## src/pkg/core_irq_pkg.sv

```systemverilog
// package for the core interrupt control block: register map, field layout,
// reset values and the state carrier.
// assumes a 12-bit apb byte address and 32-bit data.
package core_irq_pkg;

  // printed offsets are word indices; the byte address is four times the index
  localparam logic [9:0] IC_IDX_BANK0 = 10'h00b;
  localparam logic [9:0] IC_IDX_BANK1 = 10'h08b;
  localparam logic [9:0] IC_IDX_BANK2 = 10'h10b;
  localparam logic [9:0] IC_IDX_BANK3 = 10'h18b;

  // event status and mask
  localparam logic [11:0] EV_STATUS_ADDR = 12'h800;
  localparam logic [11:0] EV_MASK_ADDR = 12'h804;

  // event positions in status and mask
  localparam int EV_TIMER0 = 0;
  localparam int EV_EXT_PIN = 1;
  localparam int EV_PORT_CHG = 2;
  localparam int EV_COUNT = 3;

  // bit 7 down to bit 0
  typedef struct packed {
    logic global_irq_enable;
    logic peripheral_irq_enable;
    logic timer0_wrap_irq_enable;
    logic ext_pin_irq_enable;
    logic port_change_irq_enable;
    logic timer0_wrap_flag;
    logic ext_pin_flag;
    logic port_change_flag;
  } interrupt_control_s;

  localparam logic [7:0] IC_RESET = 8'h00;
  localparam logic [2:0] EV_STATUS_RESET = 3'h0;
  localparam logic [2:0] EV_MASK_RESET = 3'h0;
  localparam logic [3:0] PB_REF_RESET = 4'h0;
  localparam logic [31:0] RDATA_RESET = 32'h0000_0000;

  typedef struct packed {
    interrupt_control_s ic;
    logic [2:0] ev_status;
    logic [2:0] ev_mask;
    logic [3:0] pb_ref;
    logic pb_valid;
    logic ext_prev;
    logic [31:0] rdata;
  } ctl_state_s;

endpackage

```

## src/hdl/core_interrupt_control.sv

```systemverilog
// core interrupt control register with enables and flags for timer0 wrap,
// upper port b change and the external pin, plus an event status/mask pair.
// assumes an apb master on mclk; all event inputs are synchronous to mclk.

module core_interrupt_control #(
  parameter int PB_WIDTH = 4
) (
  input wire logic mclk,
  input wire logic arst_n,
  input wire logic psel,
  input wire logic penable,
  input wire logic pwrite,
  input wire logic [11:0] paddr,
  input wire logic [31:0] pwdata,
  output logic [31:0] prdata,
  output logic pready,
  output logic pslverr,
  input wire logic timer0_wrap,
  input wire logic ext_irq_pin,
  input wire logic [PB_WIDTH-1:0] port_b_data,
  input wire logic port_b_read,
  input wire logic periph_irq_req,
  output logic core_irq_req,
  output logic irq
);

  logic [1:0] rst_sync_ff;
  logic rst_n;
  core_irq_pkg::ctl_state_s state_ff;
  core_irq_pkg::ctl_state_s nxt_state;
  logic ic_hit;
  logic st_hit;
  logic mk_hit;
  logic mapped;
  logic setup_ph;
  logic access_ph;
  logic wr_acc;
  logic ev_timer0;
  logic ev_ext;
  logic ev_port;
  logic [2:0] ev_vec;
  logic [7:0] ic_bits;

  // reset release through two flops; assertion stays asynchronous
  always_ff @(posedge mclk or negedge arst_n) begin
    if (!arst_n) begin
      rst_sync_ff <= 2'b00;
    end else begin
      rst_sync_ff <= {rst_sync_ff[0], 1'b1};
    end
  end
  assign rst_n = rst_sync_ff[1];

  // address decode
  always_comb begin
    ic_hit = 1'b0;
    st_hit = 1'b0;
    mk_hit = 1'b0;
    if (paddr == {core_irq_pkg::IC_IDX_BANK0, 2'b00}) begin
      ic_hit = 1'b1;
    end else if (paddr == {core_irq_pkg::IC_IDX_BANK1, 2'b00}) begin
      ic_hit = 1'b1;
    end else if (paddr == {core_irq_pkg::IC_IDX_BANK2, 2'b00}) begin
      ic_hit = 1'b1;
    end else if (paddr == {core_irq_pkg::IC_IDX_BANK3, 2'b00}) begin
      ic_hit = 1'b1;
    end else if (paddr == core_irq_pkg::EV_STATUS_ADDR) begin
      st_hit = 1'b1;
    end else if (paddr == core_irq_pkg::EV_MASK_ADDR) begin
      mk_hit = 1'b1;
    end
  end

  assign mapped = ic_hit | st_hit | mk_hit;
  assign setup_ph = psel & ~penable;
  assign access_ph = psel & penable;
  assign wr_acc = access_ph & pwrite & mapped;

  // read data is captured in setup, so every access completes without wait
  assign pready = access_ph;
  assign pslverr = access_ph & ~mapped;
  assign prdata = state_ff.rdata;

  // event detection
  assign ev_timer0 = timer0_wrap;
  // rising edge of the external pin
  assign ev_ext = ext_irq_pin & ~state_ff.ext_prev;
  // mismatch keeps setting the flag until port b is read
  assign ev_port = state_ff.pb_valid &
                   (port_b_data[PB_WIDTH-1:PB_WIDTH-4] != state_ff.pb_ref);
  assign ev_vec = {ev_port, ev_ext, ev_timer0};
  assign ic_bits = state_ff.ic;

  always_comb begin
    nxt_state = state_ff;
    nxt_state.ext_prev = ext_irq_pin;
    // reference latched on a port read, and once after reset
    if (port_b_read || !state_ff.pb_valid) begin
      nxt_state.pb_ref = port_b_data[PB_WIDTH-1:PB_WIDTH-4];
      nxt_state.pb_valid = 1'b1;
    end
    if (setup_ph && !pwrite) begin
      nxt_state.rdata = core_irq_pkg::RDATA_RESET;
      if (ic_hit) begin
        nxt_state.rdata = {24'h00_0000, ic_bits};
      end else if (st_hit) begin
        nxt_state.rdata = {29'h0000_0000, state_ff.ev_status};
      end else if (mk_hit) begin
        nxt_state.rdata = {29'h0000_0000, state_ff.ev_mask};
      end
    end
    // plain read/write of all eight bits
    // flags clear only through this write
    if (wr_acc && ic_hit) begin
      nxt_state.ic = core_irq_pkg::interrupt_control_s'(pwdata[7:0]);
    end
    if (wr_acc && mk_hit) begin
      nxt_state.ev_mask = pwdata[2:0];
    end
    // write one to clear; a same-cycle event wins below
    if (wr_acc && st_hit) begin
      nxt_state.ev_status = state_ff.ev_status & ~pwdata[2:0];
    end
    nxt_state.ev_status = nxt_state.ev_status | ev_vec;
    if (ev_timer0) begin
      nxt_state.ic.timer0_wrap_flag = 1'b1;
    end
    if (ev_ext) begin
      nxt_state.ic.ext_pin_flag = 1'b1;
    end
    if (ev_port) begin
      nxt_state.ic.port_change_flag = 1'b1;
    end
  end

  always_ff @(posedge mclk or negedge rst_n) begin
    if (!rst_n) begin
      state_ff.ic <= core_irq_pkg::interrupt_control_s'(core_irq_pkg::IC_RESET);
      state_ff.ev_status <= core_irq_pkg::EV_STATUS_RESET;
      state_ff.ev_mask <= core_irq_pkg::EV_MASK_RESET;
      state_ff.pb_ref <= core_irq_pkg::PB_REF_RESET;
      state_ff.pb_valid <= 1'b0;
      state_ff.ext_prev <= 1'b0;
      state_ff.rdata <= core_irq_pkg::RDATA_RESET;
    end else begin
      state_ff <= nxt_state;
    end
  end

  assign core_irq_req = state_ff.ic.global_irq_enable & (
    (state_ff.ic.timer0_wrap_irq_enable & state_ff.ic.timer0_wrap_flag) |
    (state_ff.ic.ext_pin_irq_enable & state_ff.ic.ext_pin_flag) |
    (state_ff.ic.port_change_irq_enable & state_ff.ic.port_change_flag) |
    (state_ff.ic.peripheral_irq_enable & periph_irq_req));

  assign irq = |(state_ff.ev_status & state_ff.ev_mask);
endmodule

```

## config.mk

```make
export PLATFORM = sky130hd
export DESIGN_NAME = core_interrupt_control
export DESIGN_NICKNAME = d
export VERILOG_FILES = /design/src/pkg/core_irq_pkg.sv /design/src/hdl/core_interrupt_control.sv
export SDC_FILE = /design/constraint.sdc
export NUM_CORES = 1
export LEC_CHECK = 0
export BUFFER_PORTS_ARGS = -buffer_cell sky130_fd_sc_hd__buf_2
export CAP_MARGIN = 15
export CORE_UTILIZATION = 40
export DETAILED_ROUTE_END_ITERATION = 16
export GPL_TIMING_DRIVEN = 0
export HOLD_SLACK_MARGIN = 0.1
export PLACE_DENSITY = 0.8
export SLEW_MARGIN = 5
export SYNTH_ARGS = -nofsm -noshare
export SYNTH_HDL_FRONTEND = slang
export SYNTH_SLANG_ARGS = --single-unit
```

## constraint.sdc

```tcl
create_clock -name mclk -period 1.45 [get_ports mclk]
set_input_delay 0.0725 -clock mclk [delete_from_list [all_inputs] [get_ports mclk]]
set_output_delay 0.0725 -clock mclk [all_outputs]
set_load 0.01 [all_outputs]
```

Yosys cells after proc, flatten, opt, wreduce, memory -nomap -nowiden
Index checks and enable logic that the tools add are counted.
Word-level totals
  logic and storage cells: 80
  bits of input ports: 57
  output and inout port bits: 36
  flip-flop bits (word level): 54
Cells by class
  equal/unequal tests: 7
  reduce and logical (&&, ||, !) cells: 11
  muxes and demuxes: 23
  bitwise operators: 24
Operators with widths (number)
  $eq A12 B11 Y1 const B: 2
  $eq A12 B12 Y1 const B: 2
  $mux W1: 18
  $and A1 B1 Y1: 12
  $eq A12 B10 Y1 const B: 1
  $eq A12 B6 Y1 const B: 1
  $mux W3: 4
  $mux W8: 1
  $and A3 B3 Y3: 2
  $reduce_bool A2 Y1: 3
  $or A1 B1 Y1: 5
  $logic_and A1 B1 Y1: 4
  $ne A4 B4 Y1: 1
  $not A1 Y1: 3
  $not A3 Y3: 1
  $or A3 B3 Y3: 1
  $reduce_or A3 Y1: 1
  $logic_not A1 Y1: 2
  $logic_or A1 B1 Y1: 1

Logic depth before layout (Yosys ltp)
Gate-level depths: netlist (run 1).
  word-level depth: 12
  depth in mapped cells: 6
  depth with buffers taken out: 4

Worst setup path after synthesis (run 1)
OpenSTA, ideal clock, no wires.
  path kind: register to register
  start: reg state_ff[35] (netlist name)
  end: reg state_ff[43] (netlist name)
  setup time: 0.145 ns
  clock period less this slack: 1.159 ns
  path buffers: 0
  slack: 0.291 ns
  data arrival time: 1.014 ns
  data required time: 1.305 ns
  stages on the path, launching flop included: 4
  cells stage by stage: dfrtp_1 xor2_1 o41ai_1 o21ai_0
RTL lines
  start: declaration: RTL line core_interrupt_control.sv:29  | core_irq_pkg::ctl_state_s state_ff;
  start signal: assignment: RTL line core_interrupt_control.sv:146  | state_ff <= nxt_state;

Worst setup path after layout (run 1)
  start: reg state_ff[39] (netlist name)
  end: out irq
Between the ends
  word-level cells in the longest chain between the ends: 2
Ends and longest elaborated chain
  $and A3 B3 Y3: RTL line core_interrupt_control.sv:156  | assign irq = |(state_ff.ev_status & state_ff.ev_mask);
  $reduce_or A3 Y1: RTL line core_interrupt_control.sv:156
  end: declaration: RTL line core_interrupt_control.sv:24  | output logic irq
No other way between the ends.

==> impl_metrics.ini, run 1 <==
[route]
routed_wl_mm = 3.072
via_per_inst = 4.370
drt_iter0_drc = 32
drtAntennaViolNets = 0
vias = 1241
avgRoutedWirePerCell_um = 10.82
drc = 0
first_pass_iters = 4

[sta]
tns_ns = 0
grt_setup_unrepaired = false
min_period_over_period_pct = 92.72
setup_viol = 0
hold_viol = 0
fin_crit_ns = 1.344
hold_ws_ns = 0.1102
drv_slew = 0
fin_skew_ns = 0.004409
clock.fmax_mhz = 743.8

[yosys]
synth.area.top_cells = dfrtp_1 (45%), buf_4 (14%), mux2_2 (6.1%)
yosysWarnings = 0
yosysUniqueCellTypes = 40
synth_top_area_share_pct = 45.18
ys_seq_area_share_pct = 45.18
synth-edff-count = 0
synth_commonest_cells = buf_4 (32), dfrtp_1 (30), nand2_1 (10)
postSynthAreaPerCell_um2 = 11.62
ys.flop_type = dfrtp_1
async_flop_share_pct = 100.0
yosys.area.top_type = dfrtp_1
synth_seq_cells = 30
synth_area_um2 = 1662
synthCells = 143
yosysMostFrequentCell = buf_4

[floorplanning]
die_y_um = 66.45
core_area_um2 = 4000
die-area_um2 = 4416
initial_core_util_pct = 41.54
rows = 23
ios = 93
dieWidth_um = 66.45

[global_route]
grt_pass1_vias = 1153
grt_use_total_pct = 14.70
grt_max_degree = 29
grt_pass1_wl_mm = 4.788
antenna_found_initial = 0
gr-total-overflow = 0

[layout]
syn2layout_area_growth_pct = 38.33
fin_nets = 290
antennaDiodeCount = 0
drive_above_1_share_pct = 45.30

[setup_path]
cp_slowest_cell = dfrtp_1
worst-path-max-fanout = 3
crit_family = flip-flops
cp.arrival_ns = 1.27
cp-start-kind = flip-flop
crit_chain = a222oi_1 -> inv_1 -> buf_2
crit_required_ns = 1.38
crit_type = reg -> out
critPathBufInv = 2
cp-end-kind = output port
slowest_delay_ns = 0.40

[placed_design]
port_buffers = 43
dp_hpwl_mm = 2.290
place.gp.congestion = 0.8250

[cts]
clock_path_buffers = 2
numCtsBuffers = 5
path_clk_slew_ns = 0.06
cts_resized = 0
cts_root_buf = clkbuf_8
clk_latency_ns = 0.27
clock_sinks = 30
cts_tree = yes
htree_levels = 2

[worst_hold_path]
worstHoldPathType = in -> async

[power]
switching_share_pct = 22.87
clkPwrFrac_pct = 37.1
p_comb_share_pct = 14.3
pwr-share-seq_pct = 48.6
power_density_nw_per_um2 = 777.7
power.internal_mw = 1.379
ir_worst_vdd_v = 0.0007568
p_leak_nw = 1.238
net-switching-power_uw = 408.9

[run]
drv_cap = 0

[outcome]
outcome = completed
## repair_timing
item | in CTS | in global routing
hold endpoints to repair | 20 | 0
setup endpoints to repair | 0 | 0
hold buffers | 15 | 0
buffers inserted | 0 | 0
## cell type report
class                      instances  area (um^2)
buffer                            36        265.3
clock buffer                       7        86.33
clock inverter                     1        5.005
fill                             338         1702
inverter                           5        18.77
multi-input combinational         96        716.9
sequential                        30        750.7
tap                               50        62.56
timing repair buffer              59        392.9
## power groups by stage
stage	Clock, mW	Combinational [mW]	Sequential (mW)
global route	0.726	0.283	0.870
global placement	0	0.203	0.891
detailed placement	0	0.206	0.892
floorplan	0	0.137	0.886
finish	0.663	0.256	0.868
CTS	0.680	0.237	0.877
## per-stage QoR
step / setup slack [ns] / cells / power, mW / util, % / area, um^2
after floorplan: 0.2910 / 167 / 1.023 / - / 1752
after global placement: 0.1388 / 260 / 1.093 / 50.74 / 2029
after detailed placement: 0.1128 / 260 / 1.098 / 50.74 / 2029
after CTS: 0.09489 / 283 / 1.794 / 56.77 / 2271
after global routing: 0.02962 / 284 / 1.879 / 57.46 / 2298
final: 0.1055 / 284 / 1.788 / 57.46 / 2298
## sequential cells by signal, indices dropped and copies added, names as in the netlist
name,cells
state_ff,12
rst_sync_ff,2
prdata,8
ic_bits,8
## metal layers
| layer | share of wire [%] | GRT usage, % | up-vias |
|---|---|---|---|
| met3 | 4.2 | 3.767 | 4 |
| met1 | 40 | 15.36 | 579 |
| met4 | 0.98 | 7.181 | 0 |
| li1 | - | - | 627 |
| met2 | 55 | 27.04 | 31 |
| met5 | 0 | 0 | - |
## cell families (layout without fill, tap and decap cells)
logic type             Yosys count  in the layout  share of synthesized area, %
AO/OA/AOI/OAI                   19             19                         8.961
XOR/XNOR                         4              4                         2.108
buffers and inverters           41            108                         17.09
flip-flops                      30             30                         45.18
multiplexers                    17             17                         11.82
other                            2             26                        0.4520
AND/OR/NAND/NOR                 30             30                         14.38
## layout by cell type, fill, tap and decap left out, types with 3 or more instances in the layout
cell type / count
a22o_1: 5
buf_2: 45
buf_4: 32
clkbuf_8: 6
conb_1: 26
dfrtp_1: 30
dlygate4sd3_1: 15
inv_1: 5
mux2_2: 9
mux2_4: 3
mux2i_1: 5
nand2_1: 10
o211ai_1: 3
xor2_1: 4
## worst reg2reg max path, stage by stage (launching register included)
cell and delay, ns:
dfrtp_1 0.38, xor2_1 0.16, o41ai_1 0.42, o21ai_0 0.16
## worst paths after layout
check,startpoint,to,slack [ns],depth (start not counted)
max,state_ff[39]$_DFFE_PN0P_,irq,0.11,3
min,arst_n,rst_sync_ff[0]$_DFF_PN0_,0.11,2
max reg2reg,state_ff[35]$_DFFE_PN0P_,state_ff[43]$_DFF_PN0_,0.18,3
min reg2reg,rst_sync_ff[1]$_DFF_PN0_,state_ff[36]$_DFFE_PN0P_,0.20,0
max in group asynchronous,rst_sync_ff[1]$_DFF_PN0_,ic_bits[1]$_DFFE_PN0P_,0.80,1
min in group mclk,paddr[2],state_ff[38]$_DFFE_PN0P_,0.19,3
Note: power is estimated with default switching activity, not from simulation.
==> run 2, diff against run 1 <==
--- a/config.mk
+++ b/config.mk
@@ -8,10 +8,11 @@
 export BUFFER_PORTS_ARGS = -buffer_cell sky130_fd_sc_hd__buf_2
 export CAP_MARGIN = 15
 export CORE_UTILIZATION = 40
+export CTS_CLUSTER_DIAMETER = 30
 export DETAILED_ROUTE_END_ITERATION = 16
 export GPL_TIMING_DRIVEN = 0
 export HOLD_SLACK_MARGIN = 0.1
-export PLACE_DENSITY = 0.8
+export PLACE_DENSITY = 0.83
 export SLEW_MARGIN = 5
 export SYNTH_ARGS = -nofsm -noshare
 export SYNTH_HDL_FRONTEND = slang
==> constraint.sdc (replaced) <==
create_clock -name mclk -period 1.2 [get_ports mclk]
set_input_delay 0.06 -clock mclk [delete_from_list [all_inputs] [get_ports mclk]]
set_output_delay 0.06 -clock mclk [all_outputs]
set_load 0.01 [all_outputs]
==> run 2 against run 1 <==
The run now ends with negative setup slack left; critical path type unchanged; sequential power rose by 21%; cell area rose by 1.9%; combinational power rose by 22%; clock skew rose by 0.0026 ns; utilization rose by 1.1 points; largest power group unchanged; sequential cell count did not move; die area did not move; clock-buffer cell count did not move; routed wire length fell by 0.91%; sequential share of layout area fell by 0.59 points; highest routed layer unchanged; critical endpoint unchanged.
==> impl_metrics.ini, run 2 (synthesized netlist as in run 1, its figures left out) <==
[outcome]
outcome = complete, but fails checks
violations = negative setup slack

[route]
first_pass_iters = 6
drc = 0
routed_wl_mm = 3.044
drtAntennaViolNets = 0
via_per_inst = 4.296
drt_iter0_drc = 25
avgRoutedWirePerCell_um = 10.61
vias = 1233

[cts]
cts_root_buf = clkbuf_8
clock_path_buffers = 2
numCtsBuffers = 5
path_clk_slew_ns = 0.06
clk_latency_ns = 0.28
htree_levels = 2
cts_tree = yes
clock_sinks = 30

[floorplanning]
dieWidth_um = 66.45
core_area_um2 = 4000
initial_core_util_pct = 41.54
ios = 93
rows = 23
die-area_um2 = 4416
die_y_um = 66.45

[layout]
syn2layout_area_growth_pct = 40.89
antennaDiodeCount = 0
layout_common_cells = buf_2 (43), buf_4 (36), dfrtp_1 (30), conb_1 (26), dlygate4sd3_1 (16)
largest_reg_flops = 12
drive_above_1_share_pct = 46.41
fin_nets = 293
fin_util_pct = 58.52
multi_input_area_um2 = 729.5
top_register = state_ff
fillers = 357
final_common_cell = buf_2
final-seq-area_um2 = 750.7

[setup_path]
crit_required_ns = 1.14
regToRegStartpoint = state_ff[34]$_DFFE_PN0P_
cp-end-kind = output port
crit_chain = a222oi_1 -> inv_1 -> buf_2
cp_slowest_cell = dfrtp_1
crit_family = flip-flops
slowest_delay_ns = 0.39
cp-start-kind = flip-flop
endpoint = irq
critPathBufInv = 2
regToRegSetupSlack_ns = 0.04
rr_worst_depth = 3
worst-path-max-fanout = 2
crit_type = reg -> out
worst_r2r_endpoint = state_ff[43]$_DFF_PN0_
cp-startpoint = state_ff[42]$_DFF_PN0_
cp.arrival_ns = 1.23
cp_num_cells = 3

[placed_design]
port_buffers = 43
place.gp.congestion = 0.8358
dp_hpwl_mm = 2.267

[global_route]
grt_pass1_wl_mm = 4.747
antenna_found_initial = 0
met2_usage_pct = 25.00
top_usage_layer = met2
gr-usage-met1_pct = 17.38
grt_use_total_pct = 14.54
grt_max_degree = 29
grt.met3_usage_pct = 5.137
grt_pass1_vias = 1127
gr-total-overflow = 0

[sta]
min_period_over_period_pct = 107.7
clock.fmax_mhz = 773.7
fin_crit_ns = 1.293
setup_ws_ns = -0.09255
drv_slew = 0
setup_viol = 1
hold_viol = 0
fin_skew_ns = 0.007035
tns_ns = -0.09255
grt_setup_unrepaired = true

[power]
total_power_mw = 2.177
p_leak_nw = 1.255
ir_worst_vdd_v = 0.0007594
power_density_nw_per_um2 = 929.9

[run]
drv_cap = 0

[worst_hold_path]
worstHoldPathType = reg -> async
## run 2: cell count changes in the layout (fill, tap and decap cells not counted), sizes merged
cell and delta:
buf +2, dlygate4sd3 +1
## run 2: stage by stage
step	cells	hold WS, ns	setup slack (ns)	instance area, um^2
final	287	0.1521	-0.09255	2341
after global routing	287	0.1581	-0.2048	2341
after global placement	260	-0.1539	-0.1224	2029
after floorplan	167	-0.2356	0.04102	1752
after detailed placement	260	-0.1532	-0.1240	2029
after CTS	286	0.1489	-0.09844	2303
## run 2: how the worst min path moves through the flow
stage | cells past startpoint | slack, ns | endpoint
3_3_place_gp | 1 | -0.15 | rst_sync_ff[0]$_DFF_PN0_
6_report | 0 | 0.15 | state_ff[36]$_DFFE_PN0P_
4_1_cts | 3 | 0.15 | state_ff[41]$_DFF_PN0_
5_1_grt | 3 | 0.16 | state_ff[39]$_DFFE_PN0P_
3_5_place_dp | 1 | -0.15 | rst_sync_ff[1]$_DFF_PN0_
2_1_floorplan | 0 | -0.24 | rst_sync_ff[0]$_DFF_PN0_
## run 2: power breakdown
group	leakage, nW	switching (mW)	internal, mW
Sequential	0.369	0.0169	1.03
Clock	0.0482	0.354	0.461
Combinational	0.838	0.138	0.175
## run 2: area by class of cell
class / instances / area share [%]
Tap cell: 50 / 2.672
Clock inverter: 1 / 0.2138
Clock buffer: 7 / 3.688
Sequential cell: 30 / 32.07
Timing Repair Buffer: 62 / 18.07
Buffer: 36 / 11.33
Multi-Input combinational cell: 96 / 31.16
Inverter: 5 / 0.8017
## run 2: worst reg2reg max path, cell delays in order, from the launching register on
cell and delay (ns):
dfrtp_1 0.38, xor2_1 0.18, o41ai_2 0.35, o21ai_1 0.11
## run 2: what timing repair did
item / in CTS / in global routing
hold buffers: 16 / 0
pin swaps: 2 / 4
setup buffers: 2 / 2
endpoints found under the hold margin: 20 / 0
resized for setup: 2 / 2
setup endpoints to repair: 2 / 4
## run 2: layer usage
metal / wire [um] / up-vias
li1: - / 633
met1: 1266 / 567
met5: 0 / -
met4: 21 / 0
met3: 141 / 2
met2: 1614 / 31
==> run 3, diff against run 2 <==
==> constraint.sdc (replaced) <==
create_clock -name mclk -period 1.1 [get_ports mclk]
set_input_delay 0.055 -clock mclk [delete_from_list [all_inputs] [get_ports mclk]]
set_output_delay 0.055 -clock mclk [all_outputs]
set_load 0.01 [all_outputs]
==> run 3 against run 2 <==
The flow still finishes with violations (negative setup slack); routed wire length is 13% higher; cell area up 0.75%; clock skew is 0.0037 ns lower; sequential power grew 10%; combinational power is 5% higher; setup slack lost 0.16 ns.
==> impl_metrics.ini, run 3 (synthesized netlist as in run 1, its figures left out) <==
[outcome]
outcome = complete, but fails checks
violations = negative setup slack

[route]
routed_wl_mm = 3.427
drt_iter0_drc = 30
drc = 0
drtAntennaViolNets = 0
avgRoutedWirePerCell_um = 11.78
vias = 1295
via_per_inst = 4.450
first_pass_iters = 4

[setup_path]
worst-path-max-fanout = 3
cp-end-kind = output port
cp-start-kind = flip-flop
crit_type = reg -> out
crit_required_ns = 1.04
cp.arrival_ns = 1.29
rr_worst_depth = 3

[cts]
path_clk_slew_ns = 0.06
clock_sinks = 30
clk_latency_ns = 0.28
numCtsBuffers = 5
cts_root_buf = clkbuf_8
clock_path_buffers = 2
htree_levels = 2
cts_tree = yes

[layout]
syn2layout_area_growth_pct = 41.94
drive_above_1_share_pct = 48.13
antennaDiodeCount = 0
layout_common_cells = buf_2 (45), buf_4 (39), dfrtp_1 (29), conb_1 (26), dlygate4sd3_1 (16)
largest_reg_flops = 12
final_common_cell = buf_2
top_register = state_ff
fin_util_pct = 58.96
fin_nets = 297

[sta]
fin_skew_ns = 0.003296
hold_viol = 0
clock.fmax_mhz = 740.8
min_period_over_period_pct = 122.7
max_slew_margin_pct = 60.25
drv_slew = 0
grt_setup_unrepaired = true
tightest_slew_ns = 0.5963
fin_crit_ns = 1.350
setup_viol = 4
setup_ws_ns = -0.2499

[placed_design]
dp_hpwl_mm = 2.430
port_buffers = 43
place.gp.congestion = 0.8135

[global_route]
grt_pass1_vias = 1186
grt_use_total_pct = 16.06
grt_max_degree = 29
grt_pass1_wl_mm = 5.271
antenna_found_initial = 0
gr-total-overflow = 0

[floorplanning]
core_area_um2 = 4000
dieWidth_um = 66.45
die-area_um2 = 4416
ios = 93
die_y_um = 66.45
rows = 23
initial_core_util_pct = 41.54

[worst_hold_path]
worstHoldPathType = in -> reg
hold_depth = 3

[power]
ir_worst_vdd_v = 0.0005482
power_density_nw_per_um2 = 1012
total_power_mw = 2.386
p_leak_nw = 1.270

[run]
drv_cap = 0
-- run 3: cell types whose count changed in the layout (fill, tap and decap cells not counted) --
| cell | delta |
|---|---|
| dfrtp_2 | +1 |
| nor3b_2 | -1 |
| nor3b_4 | +1 |
| dfrtp_1 | -1 |
| a22oi_2 | +1 |
| buf_16 | -1 |
| buf_4 | +3 |
| buf_2 | +2 |
| a22oi_1 | -1 |
-- run 3: timing repair --
item / in CTS / in global routing
setup buffers: 5 / 2
setup endpoints to repair: 32 / 5
gates cloned: 0 / 0
hold buffers: 16 / 0
endpoints found under the hold margin: 20 / 0
pin swaps: 5 / 6
resized for setup: 2 / 3
-- run 3: final cells by class --
type	instances	area, um^2
clock inverter	1	5.005
fill	354	1642
multi-input combinational	96	740.7
tap	50	62.56
buffer	36	265.3
inverter	5	18.77
timing repair buffer	66	427.9
clock buffer	7	86.33
sequential	30	752.0
-- run 3: through the flow --
stage	cell area [um^2]	TNS, ns	hold slack [ns]	cells	setup WS, ns
after global routing	2359	-0.6126	0.1605	291	-0.2699
final	2359	-0.4786	0.1512	291	-0.2499
after global placement	2037	-4.380	-0.1588	260	-0.1845
after CTS	2327	-0.5064	0.1468	289	-0.2347
after detailed placement	2037	-5.313	-0.1594	260	-0.1759
after floorplan	1759	0	-0.2406	167	0.003890
-- run 3: final timing paths --
path                       slack [ns]                      from                        to
setup reg to reg                -0.11  state_ff[36]$_DFFE_PN0P_    state_ff[43]$_DFF_PN0_
setup / recovery                -0.25  state_ff[39]$_DFFE_PN0P_                       irq
min in group asynchronous        0.28  rst_sync_ff[1]$_DFF_PN0_    ic_bits[4]$_DFFE_PN0P_
hold / removal                   0.15                  paddr[2]    state_ff[42]$_DFF_PN0_
hold reg to reg                  0.28  rst_sync_ff[1]$_DFF_PN0_    ic_bits[4]$_DFFE_PN0P_
max in group asynchronous        0.32                    arst_n  rst_sync_ff[1]$_DFF_PN0_
-- run 3: worst max-delay path, stage by stage (launching register included) --
cell      delay [ns]
dfrtp_1         0.40
a222oi_1        0.41
inv_1           0.06
buf_2           0.14
-- run 3: routing by layer --
metal | global-route usage, % | vias to the layer above | routed length [um]
li1 | - | 638 | -
met1 | 19.28 | 611 | 1398
met2 | 27.93 | 41 | 1806
met3 | 4.281 | 5 | 176
met4 | 4.787 | 0 | 45
met5 | 0 | - | 0
-- run 3: where the power goes --
part / total, mW / internal [mW] / switching (mW)
Combinational: 0.330 / 0.185 / 0.145
Sequential: 1.16 / 1.12 / 0.0308
Clock: 0.900 / 0.503 / 0.397
